<file path="config.mk">
export PLATFORM = sky130hd
export DESIGN_NAME = lhci_top
export DESIGN_NICKNAME = d
export VERILOG_FILES = /design/src/common/lhci_pkg.sv /design/src/logic/lhci_top.sv
export VERILOG_INCLUDE_DIRS = /design/src /design/src/common
export SDC_FILE = /design/constraint.sdc
export NUM_CORES = 1
export LEC_CHECK = 0
export ABC_AREA = 1
export BUFFER_PORTS_ARGS = -buffer_cell sky130_fd_sc_hd__buf_2
export CORE_AREA = 2 2 183 185
export CTS_CLUSTER_SIZE = 25
export DETAILED_ROUTE_END_ITERATION = 6
export DIE_AREA = 0 0 185 187
export GPL_TIMING_DRIVEN = 0
export PLACE_DENSITY = 0.49
export SLEW_MARGIN = 25
export SYNTH_ARGS = -nofsm -noshare
export SYNTH_HDL_FRONTEND = slang
export SYNTH_SLANG_ARGS = --single-unit
</file>
<file path="constraint.sdc">
create_clock -name sys_clk -period 4.8 [get_ports sys_clk]
set_clock_uncertainty 0.1 [all_clocks]
set_input_delay 0.24 -clock sys_clk [delete_from_list [all_inputs] [get_ports sys_clk]]
set_output_delay 0.24 -clock sys_clk [all_outputs]
set_load 0.01 [all_outputs]
</file>
<file path="src/common/lhci_params.svh">
// constants for the lcd host command interface
`ifndef LHCI_PARAMS_SVH
`define LHCI_PARAMS_SVH

// command codes seen on a command write
`define LHCI_CMD_SYS_SETUP    8'h40
`define LHCI_CMD_SLEEP_IN     8'h53
`define LHCI_CMD_OVERLAY      8'h5b
`define LHCI_CMD_PIXEL_SCROLL 8'h5a
`define LHCI_CMD_CURSOR_LOAD  8'h46
`define LHCI_CMD_CURSOR_READ  8'h47
`define LHCI_CMD_MEM_STORE    8'h42
`define LHCI_CMD_MEM_FETCH    8'h43
`define LHCI_CMD_STEP_RIGHT   8'h4c
`define LHCI_CMD_STEP_LEFT    8'h4d
`define LHCI_CMD_STEP_UP      8'h4e
`define LHCI_CMD_STEP_DOWN    8'h4f

// overlay parameter field positions
`define LHCI_OVL_MX0_BIT      0
`define LHCI_OVL_MX1_BIT      1
`define LHCI_OVL_BLK1_BIT     2
`define LHCI_OVL_BLK3_BIT     3
`define LHCI_OVL_LAYER_BIT    4

// status byte: retrace flag position
`define LHCI_RETRACE_BIT      6

// wishbone register byte offsets
`define LHCI_REG_STATUS       8'h00
`define LHCI_REG_CURSOR       8'h04
`define LHCI_REG_PITCH        8'h08
`define LHCI_REG_MODE         8'h0c

// reset values
`define LHCI_PITCH_RESET      16'h0028
`define LHCI_CURSOR_RESET     16'h0000

`endif

</file>
<file path="src/common/lhci_pkg.sv">
// types for the lcd host command interface
package lhci_pkg;

   // command interpreter states, one-hot
   typedef enum logic [6:0] {
      LHCI_ST_IDLE     = 7'b0000001,
      LHCI_ST_CUR_LOAD = 7'b0000010,
      LHCI_ST_SCROLL   = 7'b0000100,
      LHCI_ST_OVERLAY  = 7'b0001000,
      LHCI_ST_STORE    = 7'b0010000,
      LHCI_ST_FETCH    = 7'b0100000,
      LHCI_ST_READBACK = 7'b1000000
   } lhci_state_type;

   // cursor auto-increment direction
   typedef enum logic [1:0] {
      LHCI_DIR_RIGHT = 2'b00,
      LHCI_DIR_LEFT  = 2'b01,
      LHCI_DIR_UP    = 2'b10,
      LHCI_DIR_DOWN  = 2'b11
   } lhci_dir_type;

endpackage

</file>
<file path="src/logic/lhci_top.sv">
// lcd host command interface: mcu bus decode, command interpreter, cursor and memory port
//
// Contract
// - block 1 and block 3 mode bits: 0 text, 1 graphics.
// - blocks 2 and 4 are always graphics.
// - layer bit: 0 two-layer, 1 three-layer composition.
// - pixel scroll takes one byte; low three bits give 0 to 7 pixels.
// - pixel scroll offset applies to the whole composed screen.
// - cursor load command: first byte low, second byte high.
// - cursor changes only by load or auto increment, not by scrolling.
// - accesses continue from last loaded address plus increments.
// - cursor readback gives low byte, then high byte.
// - each stored byte goes to cursor, then cursor steps.
// - fetch command enters output state and prefetches byte at cursor.
// - each buffer read steps cursor and fetches next byte.
// - with cursor shown, fetched data is two positions ahead.
// - separate strobe decode of status, data read, data write, command.
// - two select pins pick strobe style; enable style decodes alike.
// - each command completes within one bus cycle, no handshake needed.
// - status read drives retrace flag on data bit 6.
// - in sleep only system setup and sleep entry are accepted.
// - step commands 4c..4f choose right, left, up, down steps.
//
// The Wishbone slave port and the register addresses were decided locally.
`timescale 1ns/1ns
`default_nettype none
`include "lhci_params.svh"

module lhci_top (
   // clock and reset
   input  wire logic                    sys_clk,
   input  wire logic                    resetn,
   // mcu parallel bus
   input  wire logic                    bus_style_sel_a,
   input  wire logic                    bus_style_sel_b,
   input  wire logic                    host_cs_n,
   input  wire logic                    register_select,
   input  wire logic                    host_rd_n_or_dir,
   input  wire logic                    host_wr_n_or_en,
   input  wire logic [7:0]              host_data_in,
   output logic      [7:0]              host_data_out,
   output logic                         host_data_oe,
   // display side
   input  wire logic                    retrace_in,
   input  wire logic                    cursor_shown,
   output logic                         block1_graphics_sel,
   output logic                         block3_graphics_sel,
   output logic      [3:0]              block_graphics,
   output logic                         three_layer_sel,
   output logic      [1:0]              compose_method,
   output logic      [2:0]              pixel_scroll,
   output logic      [15:0]             cursor_addr,
   output logic                         sleep_active,
   // display memory port
   output logic      [15:0]             vram_addr,
   output logic      [7:0]              vram_wdata,
   output logic                         vram_we,
   output logic                         vram_re,
   input  wire logic [7:0]              vram_rdata,
   // wishbone slave
   input  wire logic                    wb_cyc_i,
   input  wire logic                    wb_stb_i,
   input  wire logic                    wb_we_i,
   input  wire logic [7:0]              wb_adr_i,
   input  wire logic [3:0]              wb_sel_i,
   input  wire logic [31:0]             wb_dat_i,
   output logic      [31:0]             wb_dat_o,
   output logic                         wb_ack_o
);
   import lhci_pkg::*;

   lhci_state_type state_q;
   lhci_state_type state_d;
   lhci_dir_type   dir_q;
   logic [15:0]    cursor_q;
   logic [15:0]    pitch_q;
   logic           pidx_q;
   logic [4:0]     overlay_q;
   logic [2:0]     scroll_q;
   logic           sleep_q;
   logic           rd_q;
   logic           wr_q;
   logic [7:0]     dout_q;
   logic [7:0]     fetch_buf_q;
   logic           fetch_pend_q;
   logic [15:0]    vram_addr_q;
   logic [7:0]     vram_wdata_q;
   logic           vram_we_q;
   logic           vram_re_q;
   logic           wb_ack_q;
   logic [31:0]    wb_dat_q;

   // bus style: sel_a high with sel_b low is direction plus enable, else separate strobes
   wire style_dir_en = bus_style_sel_a & ~bus_style_sel_b;
   wire rd_sep       = ~host_cs_n & ~host_rd_n_or_dir;
   wire wr_sep       = ~host_cs_n & ~host_wr_n_or_en;
   wire rd_de        = ~host_cs_n & host_wr_n_or_en & host_rd_n_or_dir;
   wire wr_de        = ~host_cs_n & host_wr_n_or_en & ~host_rd_n_or_dir;
   wire rd_now       = style_dir_en ? rd_de : rd_sep;
   wire wr_now       = style_dir_en ? wr_de : wr_sep;

   // act once per access, at the edge the strobe is first seen
   wire rd_start     = rd_now & ~rd_q;
   wire wr_start     = wr_now & ~wr_q;
   wire cmd_wr       = wr_start & register_select;
   wire dat_wr       = wr_start & ~register_select;
   wire stat_rd      = rd_start & ~register_select;
   wire dat_rd       = rd_start & register_select;

   // sleep lets only setup and sleep entry through
   wire cmd_allowed  = ~sleep_q
                     | (host_data_in == `LHCI_CMD_SYS_SETUP)
                     | (host_data_in == `LHCI_CMD_SLEEP_IN);
   wire cmd_take     = cmd_wr & cmd_allowed;

   // per-access cursor step; vertical moves use the address pitch
   wire [15:0] step_val = (dir_q == LHCI_DIR_RIGHT) ? 16'h0001 :
                          (dir_q == LHCI_DIR_LEFT)  ? 16'hffff :
                          (dir_q == LHCI_DIR_UP)    ? 16'(16'h0000 - pitch_q) :
                                                      pitch_q;
   wire [15:0] cursor_next = 16'(cursor_q + step_val);

   // store and fetch each advance the cursor once
   wire store_now  = dat_wr & (state_q == LHCI_ST_STORE);
   wire fetch_read = dat_rd & (state_q == LHCI_ST_FETCH);
   wire fetch_cmd  = cmd_take & (host_data_in == `LHCI_CMD_MEM_FETCH);
   wire load_low   = dat_wr & (state_q == LHCI_ST_CUR_LOAD) & ~pidx_q;
   wire load_high  = dat_wr & (state_q == LHCI_ST_CUR_LOAD) & pidx_q;

   // fetch address base: cursor now, or the stepped cursor after a buffer read
   wire [15:0] fetch_base = fetch_read ? cursor_next : cursor_q;
   // shown cursor trails the read pointer by two positions
   wire [15:0] fetch_addr = cursor_shown ?
                            16'(fetch_base + {step_val[14:0], 1'b0}) : fetch_base;

   // byte presented on a data read
   wire [7:0] data_rd_val = (state_q == LHCI_ST_READBACK) ?
                            (pidx_q ? cursor_q[15:8] : cursor_q[7:0]) :
                            fetch_buf_q;
   wire [7:0] status_val  = 8'(retrace_in) << `LHCI_RETRACE_BIT;

   // command decode to the next interpreter state
   always_comb begin
      state_d = state_q;
      if (cmd_take) begin
         case (host_data_in)
            `LHCI_CMD_CURSOR_LOAD:  state_d = LHCI_ST_CUR_LOAD;
            `LHCI_CMD_PIXEL_SCROLL: state_d = LHCI_ST_SCROLL;
            `LHCI_CMD_OVERLAY:      state_d = LHCI_ST_OVERLAY;
            `LHCI_CMD_MEM_STORE:    state_d = LHCI_ST_STORE;
            `LHCI_CMD_MEM_FETCH:    state_d = LHCI_ST_FETCH;
            `LHCI_CMD_CURSOR_READ:  state_d = LHCI_ST_READBACK;
            default:                state_d = LHCI_ST_IDLE;
         endcase
      end else if (cmd_wr) begin
         state_d = LHCI_ST_IDLE;
      end else if (dat_wr) begin
         case (state_q)
            LHCI_ST_SCROLL:   state_d = LHCI_ST_IDLE;
            LHCI_ST_OVERLAY:  state_d = LHCI_ST_IDLE;
            LHCI_ST_CUR_LOAD: state_d = pidx_q ? LHCI_ST_IDLE : LHCI_ST_CUR_LOAD;
            default:          state_d = state_q;
         endcase
      end else if (dat_rd) begin
         case (state_q)
            LHCI_ST_READBACK: state_d = pidx_q ? LHCI_ST_IDLE : LHCI_ST_READBACK;
            default:          state_d = state_q;
         endcase
      end
   end

   // strobe history and interpreter state
   always_ff @(posedge sys_clk or negedge resetn) begin
      if (!resetn) begin
         rd_q    <= 1'b0;
         wr_q    <= 1'b0;
         state_q <= LHCI_ST_IDLE;
      end else begin
         rd_q    <= rd_now;
         wr_q    <= wr_now;
         state_q <= state_d;
      end
   end

   // parameter byte index: resets on each command, flips on each byte of a two-byte parameter
   always_ff @(posedge sys_clk or negedge resetn) begin
      if (!resetn) begin
         pidx_q <= 1'b0;
      end else if (cmd_wr) begin
         pidx_q <= 1'b0;
      end else if (load_low | load_high) begin
         pidx_q <= ~pidx_q;
      end else if (dat_rd & (state_q == LHCI_ST_READBACK)) begin
         pidx_q <= ~pidx_q;
      end
   end

   // sleep flag: sleep entry sets it, system setup clears it
   always_ff @(posedge sys_clk or negedge resetn) begin
      if (!resetn) begin
         sleep_q <= 1'b0;
      end else if (cmd_take & (host_data_in == `LHCI_CMD_SLEEP_IN)) begin
         sleep_q <= 1'b1;
      end else if (cmd_take & (host_data_in == `LHCI_CMD_SYS_SETUP)) begin
         sleep_q <= 1'b0;
      end
   end

   // direction commands carry no parameter
   always_ff @(posedge sys_clk or negedge resetn) begin
      if (!resetn) begin
         dir_q <= LHCI_DIR_RIGHT;
      end else if (cmd_take && host_data_in[7:2] == 6'h13) begin
         dir_q <= lhci_dir_type'(host_data_in[1:0]);
      end
   end

   // overlay and scroll parameters; scroll ignores the upper five bits
   always_ff @(posedge sys_clk or negedge resetn) begin
      if (!resetn) begin
         overlay_q <= 5'h00;
         scroll_q  <= 3'h0;
      end else if (dat_wr & (state_q == LHCI_ST_OVERLAY)) begin
         overlay_q <= host_data_in[4:0];
      end else if (dat_wr & (state_q == LHCI_ST_SCROLL)) begin
         scroll_q  <= host_data_in[2:0];
      end
   end

   // cursor: only load and auto increment touch it, scrolling never does
   always_ff @(posedge sys_clk or negedge resetn) begin
      if (!resetn) begin
         cursor_q <= `LHCI_CURSOR_RESET;
      end else if (load_low) begin
         cursor_q <= {cursor_q[15:8], host_data_in};
      end else if (load_high) begin
         cursor_q <= {host_data_in, cursor_q[7:0]};
      end else if (store_now | fetch_read) begin
         cursor_q <= cursor_next;
      end
   end

   // memory port requests, one cycle each
   always_ff @(posedge sys_clk or negedge resetn) begin
      if (!resetn) begin
         vram_addr_q  <= 16'h0000;
         vram_wdata_q <= 8'h00;
         vram_we_q    <= 1'b0;
         vram_re_q    <= 1'b0;
      end else begin
         vram_we_q <= store_now;
         vram_re_q <= fetch_cmd | fetch_read;
         if (store_now) begin
            vram_addr_q  <= cursor_q;
            vram_wdata_q <= host_data_in;
         end else if (fetch_cmd | fetch_read) begin
            vram_addr_q  <= fetch_addr;
         end
      end
   end

   // memory answers the cycle after a read request; buffer holds it for the host
   always_ff @(posedge sys_clk or negedge resetn) begin
      if (!resetn) begin
         fetch_pend_q <= 1'b0;
         fetch_buf_q  <= 8'h00;
      end else begin
         fetch_pend_q <= vram_re_q;
         if (fetch_pend_q) begin
            fetch_buf_q <= vram_rdata;
         end
      end
   end

   // read data register, loaded when a read strobe is first seen
   always_ff @(posedge sys_clk or negedge resetn) begin
      if (!resetn) begin
         dout_q <= 8'h00;
      end else if (stat_rd) begin
         dout_q <= status_val;
      end else if (dat_rd) begin
         dout_q <= data_rd_val;
      end
   end

   // wishbone: ack one cycle after the request, dropped the next cycle
   wire wb_req     = wb_cyc_i & wb_stb_i & ~wb_ack_q;
   wire sel_status = (wb_adr_i == `LHCI_REG_STATUS);
   wire sel_cursor = (wb_adr_i == `LHCI_REG_CURSOR);
   wire sel_pitch  = (wb_adr_i == `LHCI_REG_PITCH);
   wire sel_mode   = (wb_adr_i == `LHCI_REG_MODE);
   wire [31:0] wb_rd_val = sel_status ? {24'h000000, state_q, sleep_q} :
                           sel_cursor ? {16'h0000, cursor_q} :
                           sel_pitch  ? {16'h0000, pitch_q} :
                           sel_mode   ? {19'h00000, dir_q, scroll_q, overlay_q, 3'h0} :
                                        32'h00000000;

   // pitch register steers vertical cursor steps; unmapped reads give zero
   always_ff @(posedge sys_clk or negedge resetn) begin
      if (!resetn) begin
         wb_ack_q <= 1'b0;
         wb_dat_q <= 32'h00000000;
         pitch_q  <= `LHCI_PITCH_RESET;
      end else begin
         wb_ack_q <= wb_req;
         if (wb_req) begin
            wb_dat_q <= wb_we_i ? 32'h00000000 : wb_rd_val;
         end
         if (wb_req & wb_we_i & sel_pitch & wb_sel_i[0]) begin
            pitch_q[7:0] <= wb_dat_i[7:0];
         end
         if (wb_req & wb_we_i & sel_pitch & wb_sel_i[1]) begin
            pitch_q[15:8] <= wb_dat_i[15:8];
         end
      end
   end

   // outputs
   assign host_data_out       = dout_q;
   assign host_data_oe        = rd_now;
   assign block1_graphics_sel = overlay_q[`LHCI_OVL_BLK1_BIT];
   assign block3_graphics_sel = overlay_q[`LHCI_OVL_BLK3_BIT];
   assign block_graphics      = {1'b1, block3_graphics_sel, 1'b1, block1_graphics_sel};
   assign three_layer_sel     = overlay_q[`LHCI_OVL_LAYER_BIT];
   assign compose_method      = {overlay_q[`LHCI_OVL_MX1_BIT], overlay_q[`LHCI_OVL_MX0_BIT]};
   assign pixel_scroll        = scroll_q;
   assign cursor_addr         = cursor_q;
   assign sleep_active        = sleep_q;
   assign vram_addr           = vram_addr_q;
   assign vram_wdata          = vram_wdata_q;
   assign vram_we             = vram_we_q;
   assign vram_re             = vram_re_q;
   assign wb_dat_o            = wb_dat_q;
   assign wb_ack_o            = wb_ack_q;

endmodule // lhci_top

`default_nettype wire

</file>
==> impl_summary.md, run 1 <==
Routing
The number of iterations in the first detailed-routing pass is 5. The number of vias per cell after detailed routing is ~4.7. The via count of the routed design is roughly 8,400.

For this block, the routed nets add up to approximately 31,000 um of wire. The antenna violation net count after detailed routing is 0. In this run, the number of DRC markers left after iteration 0 of detailed routing was ~670.

After detailed routing, the number of remaining DRC violations is 0. The detailed-route wire length per cell is 17.3 um.

Timing
The headroom to the max-slew limit is a little over half. The worst path uses 93.2% of the clock period. The total setup violations reported at the end of the flow is 0.

The worst hold slack after final layout is about 0.033 ns. The clock period could shrink to about 4.5 ns. At the pin with the least slew margin, the transition time is a little under 0.7 ns. The number of hold-slack violations in the final timing report came to 0. The final-report max-slew violation count came to 0. Timing would allow up to 223 MHz.

Synth
The synthesized design contains 0 enable-type register cells. The post-synthesis async set-or-reset flop share is 100%. The number of different library cells used by synthesis comes to 55. Among all cell types in the netlist, the one instantiated most often is sky130_fd_sc_hd__nand2_1.

The library cell with the largest summed area after synthesis is sky130_fd_sc_hd__dfrtp_1. The cell count after synthesis came out at about 1,100. The commonest cells after synthesis are sky130_fd_sc_hd__nand2_1 (313), sky130_fd_sc_hd__inv_1 (128), sky130_fd_sc_hd__dfrtp_1 (110).

The share of the Yosys chip area taken by registers is about a third. After synthesis, the largest area contributor takes up between 30% and 40% of total cell area. The summed instance area of the synthesized netlist is 8050 um^2.

In the post-synthesis netlist, the biggest area contributors are sky130_fd_sc_hd__dfrtp_1 (34%), sky130_fd_sc_hd__nand2_1 (15%), sky130_fd_sc_hd__inv_1 (6.0%). The prevailing post-synth register cell is sky130_fd_sc_hd__dfrtp_1. A synthesized cell averages slightly above 7 um^2.

The number of synthesis warnings is 0. The number of storage elements in the synthesis netlist is around 110.

GRT
The total global routing overflow is 0. The number of antenna violations at the first check in global routing was 0. The aggregate global-route resource usage is about 18%. The global-route wire length before repair is 45,700 um. The maximum number of pins on one net before global-route repair is 87. The via count of the first global-routing pass is approximately 7,700.

Job
The tool flagged a number of max-cap violations equal to 0.

Clock network
The cell sitting at the root of the clock tree is a sky130_fd_sc_hd__clkbuf_16. TritonCTS built the clock tree. The clock tree synthesis step divided the H-tree into 4 levels. Clock-pin slew was measured on the worst setup and hold paths at around 0.06 ns. The number of clock buffers added by TritonCTS is 17. The clock reaches the later pin of the worst-skew pair after 0.42 ns.

The number of sinks on the clock net is between 100 and 150. No sink is reached through more buffers than the 2 on the longest clock path.

Floorplan
The row count is 67. During I/O placement, the number of pins put on the boundary was between 150 and 200. The die covers between 30,000 and 40,000 um^2. The starting density of the core is ~24%. The floorplan step defined a core boundary enclosing approximately 33,000 um^2. The die is about 190 um tall. Measured along the x axis, the die boundary spans 185 um.

Power
The combinational power share is 22.8%. Cell internal power was estimated by the tool at between 2 and 2.5 mW. The switching power summed over all nets is 1.06 mW. The worst-case IR drop observed on VDD is 0.232 mV.

Sequential cells burn 33.9% of the power. In this run the power density over the cells is 318 nW/um^2. The clock share of power is between 40% and 50%.

The switching fraction of total power is between 30% and 40%. The leakage power of the design is roughly 5.5 nW.

Worst setup path
The worst-path maximum fanout is 6. The endpoint kind of the worst setup timing path is a flop. The sum of buffers and inverters on the critical path is 5. The largest single stage delay on the critical path is ~0.42 ns.

The data arrival time of the worst path is roughly 4.7 ns. The total stage count of the critical path is 28. The cell with the biggest individual delay on the critical path is sky130_fd_sc_hd__dfrtp_1.

The cell family contributing the most delay on the critical path is simple AND/OR/NAND/NOR gates. The worst setup path is of the flop to flop kind. The worst path required time is roughly 5 ns. Among the stages of the critical path, the cell type that occurs most often is sky130_fd_sc_hd__nand2_1. The worst-case reg-to-reg path depth is 28. The kind of start point of the critical path is a flop.

Finish
The multi-input gate area in the final layout is 4590 um^2. Measured on the finished design, the core utilization comes to about a third. After the last flow step, the layout net total stands at approximately 1,400.

Summing all non-filler instances in the final layout gives an area of roughly 11,000 um^2. The layout overhead on the synthesized area is 30.5%. The number of antenna diodes in the final layout is 0. The sequential cell area is between 2000 and 3000 um^2. The filler cell count in the final layout is between 3,000 and 4,000. The fraction of layout cells with a size suffix above 1 is around a fifth.

Placement
The wire-length estimate of the detail-placed layout is roughly 24,000 um. Routability-driven placement finished with a final weighted congestion of ~0.90. Port buffering added 133 buffers. The instance area at placement is roughly 9400 um^2.

Run status
The run finished with clean final reports.

Min path
The depth of the worst hold-timing path is 3. The path type of the worst min-delay path is input pin to flop.
area by class of cell:
cell class	count	area share, %
plain buffers	45	2.87
clock buffers	19	4.31
clock inverters	13	1.98
inverters	138	4.99
multi-input cells	839	43.7
flip-flops and latches	113	27.0
well taps	448	5.34
repair buffers	168	9.84
metrics by stage:
stage / setup slack (ns) / setup TNS [ns] / power [mW] / cells
final: 0.325 / 0 / 3.34 / 1783
after global routing: -0.0283 / -0.0283 / 3.50 / 1783
after CTS: 0.0342 / 0 / 3.34 / 1780
after detailed placement: -0.555 / -1.76 / 1.87 / 1717
after global placement: -0.503 / -1.47 / 1.86 / 1716
after floorplan: 0.983 / 0 / 1.56 / 1135
sequential cells by signal, indices dropped and copies added, names as in the netlist, 2 cells and up:
name / flops
overlay_q: 5
vram_addr: 16
pixel_scroll: 3
dir_q: 2
pitch_q: 16
vram_wdata: 8
cursor_addr: 16
wb_dat_o: 16
state_q: 7
host_data_out: 8
fetch_buf_q: 8
what timing repair did:
| item | 4_1_cts | 5_1_grt |
|---|---|---|
| hold buffers | 30 | 0 |
| setup endpoints to repair | 7 | 6 |
| pin swaps | 1 | 4 |
| endpoints found under the hold margin | 100 | 0 |
| setup buffers | 1 | 3 |
| gates resized for setup | 7 | 33 |
| gates cloned | 0 | 0 |
cell families after synthesis:
logic type / Yosys count / synth area share, %
other: 2 / 0.0933
xor gates and xnor gates: 23 / 2.50
buffers and inverters: 183 / 10.2
and+or+nand+nor: 537 / 28.4
adders and majority gates: 34 / 5.47
AOI/OAI and AO/OA: 211 / 15.9
DFF: 113 / 35.2
muxes: 16 / 2.24
worst register-to-register path: cells and delay by family (launching register included):
family,cells,cell delay [ns]
xor gates and xnor gates,2,0.44
AOI/OAI and AO/OA,1,0.16
adders and majority gates,3,0.94
buffers and inverters,5,0.40
and+or+nand+nor,17,1.92
DFF,1,0.42
cells in the final DEF, fill, tap and decap left out, drive strengths merged, types with 9 or more instances in the layout:
cell type,n
o21ai,91
dlygate4sd3,30
xor2,15
nand2,321
buf,172
o211ai,21
conb,18
ha,32
nand3,90
dfrtp,110
inv,133
a21oi,53
nor3,9
clkbuf,30
mux2,16
nor2,95
power by group through the flow:
stage                     clock network [mW]  logic (mW)  registers (mW)
after floorplan                            0       0.420            1.14
after global placement                     0       0.709            1.15
after detailed placement                   0       0.719            1.15
after CTS                               1.47       0.744            1.13
after global routing                    1.51       0.850            1.14
final                                   1.45       0.760            1.13
routing by layer:
layer | vias up | track usage (%) | wire, um | part of all wire [%]
li1 | 4093 | - | - | -
met4 | 0 | 3.82 | 350 | 1.1
met3 | 27 | 3.06 | 1830 | 6.0
met1 | 4015 | 25.1 | 14600 | 47
met5 | - | 0 | 0 | 0
met2 | 254 | 27.8 | 14000 | 46
final timing paths:
kind	startpoint	to	slack [ns]
worst max register to register	pitch_q[1]	vram_addr[15]	0.32
worst min-delay path	host_cs_n	rd_q	0.03
worst min register to register	vram_re	fetch_pend_q	0.27
min in group asynchronous	resetn	pitch_q[13]	0.16
max in group asynchronous	resetn	vram_addr[0]	3.67
worst max-delay path	pitch_q[1]	vram_addr[15]	0.32
No activity file was read; power rests on OpenSTA's default activity.
==> inputs of run 2 (changes only) <==
==> constraint.sdc (replaced) <==
create_clock -name sys_clk -period 4.8 [get_ports sys_clk]
set_clock_uncertainty 0.1 [all_clocks]
set_input_delay 0 -clock sys_clk [delete_from_list [all_inputs] [get_ports sys_clk]]
set_output_delay 0 -clock sys_clk [all_outputs]
set_load 0.01 [all_outputs]
==> impl_summary.md, run 2 (synthesized netlist as in run 1, its figures left out) <==
Power
The combinational power share is between 20% and 30%. Of the total power, the clock network draws between 40% and 50%. In this run the power density over the cells is ~300 nW/um^2.

The worst voltage drop across the vdd grid is around 0.23 mV. In this run the static leakage power is between 5 and 6 nW. The internal power of the cells totals around 2.3 mW. Total power for the finished layout comes to ~3.4 mW.

The part of the power in registers is around a third. For this design the total switching power over the nets is roughly 1.1 mW. The switching fraction of total power is 31.8%.

Floorplan
The floorplan step defined a die boundary enclosing roughly 35,000 um^2. The region available for standard cell placement spans about 33,000 um^2. The die is approximately 190 um tall. From left edge to right edge, the die measures around 190 um. The count of boundary I/O pins is 170.

The starting density of the core is between 20% and 30%. The row count is 67.

Clock network
The tree is rooted in a sky130_fd_sc_hd__clkbuf_16. The post-CTS clock slew at the launch and capture registers of the worst setup and hold paths is about 0.060 ns. The clock latency on the worst-skew pair is between 0.4 and 0.5 ns. The deepest clock path buffer count is 2. TritonCTS built the clock tree.

The number of sinks on the clock net is approximately 110. The number of CTS-inserted buffers is 17. The H-tree was split into 4 levels.

Worst setup path
The sum of buffers and inverters on the critical path is 8. The kind of start point of the critical path is an input pin. The cell that appears most often on the critical path is sky130_fd_sc_hd__nand2_1. In this design, the stage delay of the slowest critical-path cell is 0.57 ns.

The type of the worst setup path is input pin to flop. Among cell families on the critical path, the largest total delay comes from buffers and inverters. The worst setup path is captured at a flop. The data arrival time of the worst path is ~4.7 ns. The slowest stage of the critical path belongs to the cell sky130_fd_sc_hd__dlygate4sd3_1. The worst path required time is between 5 and 6 ns.

Along the worst path, the maximum fanout reaches 10.

Timing
After layout, the worst path uses a little over nine tenths of the clock period. The worst pin sits at a relative slew slack of around 51%. The worst hold slack after final layout is around 0.021 ns. At the pin with the least slew margin, the transition time is around 0.73 ns. The highest clock frequency the design can meet is roughly 220 MHz.

After layout, the minimum clock period comes to 4.52 ns. The total setup violations reported at the end of the flow is 0. The final-report max-slew violation count was 0. The number of hold-slack violations in the final timing report came to 0.

Job
The total of max-cap violations is 0.

GRT
The via count of the first global-routing pass came to between 7,000 and 8,000. The first global-routing pass estimated about 47,000 um of wire. The number of antenna violations at the first check in global routing was 0. Global routing used 18.0% of the available tracks. For this run the aggregate overflow at the end of global routing stands at 0. The maximum number of pins on one net before global-route repair is 87.

Finish
In the layout the commonest cells are sky130_fd_sc_hd__nand2_1 (310), sky130_fd_sc_hd__buf_2 (139), sky130_fd_sc_hd__inv_1 (126), sky130_fd_sc_hd__dfrtp_1 (109), sky130_fd_sc_hd__o21ai_0 (87). The fraction of layout cells with a size suffix above 1 is between 20% and 30%. Compared with the post-synthesis result, the final layout area differs by 35.1%.

In the final design database the tool counted between 1,000 and 1,500 nets. The filler cell count in the final layout is approximately 3,600. The antenna diode count is 0.

The commonest non-fill, non-tap cell in the layout is sky130_fd_sc_hd__nand2_1.

Routing
The via count of the routed design is 8,548. The pre-antenna-repair detailed-routing pass consisted of 5 iterations. The antenna violation net count after detailed routing is 0. The final layout contains routed wiring with a total length of between 30,000 and 40,000 um. Dividing the detail-routed wire length by the instance count gives about 17 um. The violation count after the first detailed-route iteration is approximately 660. The post-route DRC violation count is 0.

In the routed layout, each cell is associated on average with a via count of 4.70.

Min path
In this run the worst hold path is classified as input pin to asynchronous set/reset pin.

Placement
The congestion estimate from routability-driven global placement came to between 0.9 and 1. The count of buffers added on input and output ports is about 130. The wire-length estimate of the detail-placed layout is 24,200 um.

Run status
The run finished with clean final reports.
## run 2: area by class of cell
cell class	count	area (um^2)	share of cell area, %
Buffer	45	302	2.77
Clock buffer	19	453	4.17
Clock inverter	13	208	1.91
Inverter	138	524	4.82
Multi-Input combinational cell	839	4590	42.2
Sequential cell	113	2830	26.0
Tap cell	448	561	5.15
Timing Repair Buffer	204	1400	12.9
## run 2: final timing paths
path	startpoint	endpoint	slack, ns	depth (start not counted)
max	host_rd_n_or_dir	vram_addr[15]	0.28	28
min	resetn	pitch_q[5]	0.02	2
max reg2reg	pitch_q[1]	vram_addr[15]	0.32	25
min in group sys_clk	wb_adr_i[3]	wb_dat_o[0]	0.03	5
min reg2reg	vram_re	fetch_pend_q	0.27	0
max in group asynchronous	resetn	vram_addr[0]	4.09	3
## run 2: timing repair
action / 4_1_cts / 5_1_grt
buffers inserted: 1 / 3
hold buffers: 66 / 0
resized for setup: 7 / 34
endpoints found under the setup margin: 7 / 6
cloned: 0 / 0
pin swaps: 1 / 4
endpoints found under the hold margin: 172 / 0
## run 2: per-stage QoR
step / utilization, % / cell area, um^2 / TNS (ns) / setup WS (ns) / instances
final: 33.1 / 10900 / 0 / 0.285 / 1819
after floorplan: - / 8110 / 0 / 0.983 / 1135
after detailed placement: 28.5 / 9370 / -1.76 / -0.555 / 1717
after global placement: 28.4 / 9340 / -1.47 / -0.503 / 1716
after global routing: 33.1 / 10900 / -0.0283 / -0.0283 / 1819
after CTS: 32.6 / 10700 / 0 / 0.0342 / 1816
## run 2: power groups by stage
stage | registers [mW] | logic, mW | clock network, mW
after global placement | 1.15 | 0.709 | 0
after detailed placement | 1.15 | 0.719 | 0
after global routing | 1.14 | 0.867 | 1.51
after CTS | 1.13 | 0.760 | 1.47
after floorplan | 1.14 | 0.420 | 0
final | 1.13 | 0.774 | 1.45
## run 2: routing by layer
metal / global-route usage [%] / routed length, um / part of all wire [%]
met5: 0 / 0 / 0
met2: 28.6 / 14500 / 46
met1: 25.4 / 14700 / 47
met4: 3.97 / 340 / 1.1
met3: 3.00 / 1800 / 5.7
==> inputs of run 3 (changes only) <==
ABC_AREA = unset   (was 1)
CORE_AREA = 2 2 178 180   (was 2 2 183 185)
DIE_AREA = 0 0 180 182   (was 0 0 185 187)
PLACE_DENSITY = 0.5   (was 0.49)
==> impl_summary.md, run 3 <==
Clock network
The clock reaches the later pin of the worst-skew pair after about 0.42 ns. The buffer type at the clock tree root is sky130_fd_sc_hd__clkbuf_16. Counting the buffers created by CTS gives 17. TritonCTS built the clock tree. The deepest clock path buffer count is 2. After clock tree synthesis, the clock-pin slew on the worst setup and hold paths is around 0.070 ns. The clock tree synthesis step divided the H-tree into 4 levels. The clock drives 113 sinks.

Timing
The worst pin sits at a relative slew slack of about half. Setup repair after global routing could not meet its margin everywhere. The final-report max-slew violation count is 0.

Subtracting the final worst setup slack from the clock period gives around 5.0 ns. The final critical path takes up 105% of the cycle. For the final routed database, the setup TNS stands at -0.380 ns. On the final layout, the worst hold slack is approximately 0.12 ns. The total setup violations reported at the end of the flow is 3. At the pin with the least slew margin, the transition time is about 0.76 ns. The setup slack of the critical path after layout is -0.233 ns. Derived from the worst setup path, the maximum achievable clock frequency is between 150 and 200 MHz. The number of hold-slack violations in the final timing report is 0.

Worst setup path
The peak per-stage delay on the critical path is roughly 0.42 ns. The data arrival time of the worst path is about 5.3 ns. The kind of start point of the critical path is a flop. The type of the worst setup path is flop to flop. In this run the worst path has a maximum fanout of 5.

At the worst endpoint, the required time is 5.07 ns. Tracing the worst setup path back leads to its startpoint at pitch_q[1]. STA classifies the critical path endpoint as a flop. The cell with the biggest individual delay on the critical path is sky130_fd_sc_hd__dfrtp_1.

The startpoint of the most critical register-to-register path is pitch_q[1].

Finish
The area growth from synthesis to layout is 41.1%. Leaving out fill and tap cells, the most frequent cell in the layout is sky130_fd_sc_hd__nand2_1. For this run, the share of the core covered by cells in the final layout is about a third.

The count of nets after finishing is 1,210. The fraction of layout cells with a size suffix above 1 is 34.3%. The multi-input gate area in the final layout is a little under 5000 um^2.

Leaving out fill and tap cells, the most frequent cells in the layout are sky130_fd_sc_hd__nand2_1 (141), sky130_fd_sc_hd__buf_2 (134), sky130_fd_sc_hd__dfrtp_1 (109), sky130_fd_sc_hd__o21ai_0 (65), sky130_fd_sc_hd__nor2_1 (58). The final design area excluding fillers is roughly 11,000 um^2. The filler cell count in the final layout is 3,196. Summing all flip-flop and latch instances after layout gives around 2800 um^2.

Synth
The part of the Yosys area used for sequential elements is a little under two fifths. The number of distinct library cells after synthesis is 80. sky130_fd_sc_hd__nand2_1 is the most common cell in the netlist. The library cell with the largest summed area after synthesis is sky130_fd_sc_hd__dfrtp_1. Synthesis produced a netlist whose cell count is about 860. Yosys mapped a number of flops with a built-in enable equal to 0. The Yosys step of the flow raised 0 warnings.

The fraction of post-synthesis cell area in the top cell type by area is 36.3%. The post-synthesis async set-or-reset flop share is between 90% and 100%. Summing every instance area after synthesis gives roughly 7600 um^2. By count the netlist is led by sky130_fd_sc_hd__nand2_1 (144), sky130_fd_sc_hd__dfrtp_1 (110), sky130_fd_sc_hd__o21ai_0 (79). The number of storage elements in the synthesis netlist is around 110. Ranked by total cell area, the synthesized netlist is headed by sky130_fd_sc_hd__dfrtp_1 (36%), sky130_fd_sc_hd__nand2_1 (7.1%), sky130_fd_sc_hd__mux2_2 (6.7%).

The most used flip-flop cell after synthesis is sky130_fd_sc_hd__dfrtp_1. The mean cell area of the mapped netlist is just under 9 um^2.

Routing
The detailed-route wire length per cell is between 15 and 20 um. The via count of the routed design is approximately 7,300. For this run, design rule violations remaining after detail routing come to 0. The pre-antenna-repair detailed-routing pass consisted of 5 iterations. The antenna violation net count after detailed routing is 0. The violation count after the first detailed-route iteration is roughly 540. The final layout contains routed wiring with a total length of 27,900 um.

In the routed layout, each cell is associated on average with a via count of just under 5.

Power
The worst voltage drop across the vdd grid is between 0.15 and 0.2 mV. The design draws roughly 2.9 mW. In this run the static leakage power is around 5.2 nW. In this run the power density over the cells is approximately 270 nW/um^2.

Floorplan
The die width is 180 um. The die footprint is about 33,000 um^2. The core region is roughly 31,000 um^2.

The row count is 65. The die is 182 um tall. Pin placement for this block handled 170 I/O pins. The starting density of the core is 24.5%.

Placement
The last weighted congestion value of the routability-driven placer is between 0.8 and 0.9. The count of buffers added on input and output ports is between 100 and 150. The instance area at placement is approximately 9000 um^2.

The half-perimeter wire length of the detailed placement result is about 21,000 um.

Job
Across the run, the number of max-cap violations was 0.

Min path
In this run the most critical hold path is launched from host_data_in[1]. In this run the worst hold path is classified as input pin to flop.

GRT
The first global-routing pass estimated about 43,000 um of wire. The number of antenna violations at the first check in global routing is 2. The aggregate global-route resource usage is about 17%. The via count of the first global-routing pass is 7,206.

Entering global routing, the biggest net connects between 80 and 90 pins. Global routing finished with a remaining overflow of 0.

Run status
The checks that failed: negative setup slack. The flow ran to the end, but the final reports show violations.
[run 3: cell types whose count changed in the layout (fill, tap and decap cells not counted), sizes merged, moves of 12 or more]
cell	delta
mux2i	+17
nand3	-82
dlygate4sd3	-23
inv	-111
nor2	-33
clkbuf	+22
xnor2	+16
a211oi	+12
a22oi	+18
o211ai	-19
mux2	+30
buf	+24
nand2	-177
[run 3: critical path: cells and delay by family, from the launching register on]
| family | cells | cell delay [ns] |
|---|---|---|
| fa+ha+maj | 3 | 0.68 |
| buf+inv | 2 | 0.24 |
| compound gates | 8 | 1.36 |
| simple gates | 8 | 1.52 |
| mux | 2 | 0.41 |
| flops | 1 | 0.42 |
| xor+xnor | 2 | 0.24 |
[run 3: through the flow]
| step | setup WS (ns) | std cells |
|---|---|---|
| 2_1_floorplan | -0.0312 | 873 |
| 5_1_grt | -0.449 | 1519 |
| 3_3_place_gp | -0.780 | 1405 |
| 6_report | -0.233 | 1519 |
| 3_5_place_dp | -0.727 | 1406 |
| 4_1_cts | -0.350 | 1500 |
[run 3: path summary, 6_finish.rpt]
path	slack (ns)	depth (start not counted)	end
max in group asynchronous	3.59	4	state_q[0]
worst max register to register	-0.23	25	vram_addr[15]
worst min-delay path	0.12	4	vram_wdata[1]
worst max-delay path	-0.23	25	vram_addr[15]
min in group asynchronous	0.52	4	vram_addr[13]
worst min register to register	0.28	0	fetch_pend_q
[run 3: timing repair]
action,in CTS,in global routing
buffers inserted,19,18
hold buffers,43,0
hold endpoints to repair,157,0
resized for setup,64,45
endpoints found under the setup margin,8,7
pin swaps,22,26
[run 3: cells by family after synthesis]
kind of cell	count (synthesis)	synth area share, %
fa+ha+maj	34	5.81
flops	113	37.3
compound gates	228	18.8
simple gates	303	19.2
buf+inv	82	5.88
other cells	2	0.0991
mux	63	9.13
xor+xnor	32	3.70
[run 3: area by class of cell]
cell class,instances,area share [%]
Buffer,63,3.54
Inverter,19,0.667
Clock inverter,14,1.46
Timing Repair Buffer,211,13.3
Antenna cell,1,0.0234
Clock buffer,18,4.10
Multi-Input combinational cell,678,45.7
Sequential cell,113,26.5
Tap cell,402,4.70
[run 3: routing by layer]
layer / vias up / part of all wire (%) / wire, um / GRT usage, %
met3: 49 / 5.5 / 1530 / 3.93
met2: 224 / 48 / 13500 / 28.2
met4: 2 / 3.0 / 835 / 7.02
met5: - / 0.029 / 8 / 0
met1: 3535 / 43 / 12100 / 20.9
li1: 3518 / - / - / -
[run 3: report_power, final]
group	leakage [nW]	total [mW]	switching, mW	internal, mW
Clock	0.280	1.29	0.509	0.784
Combinational	3.35	0.553	0.312	0.241
Sequential	1.55	1.01	0.0296	0.982
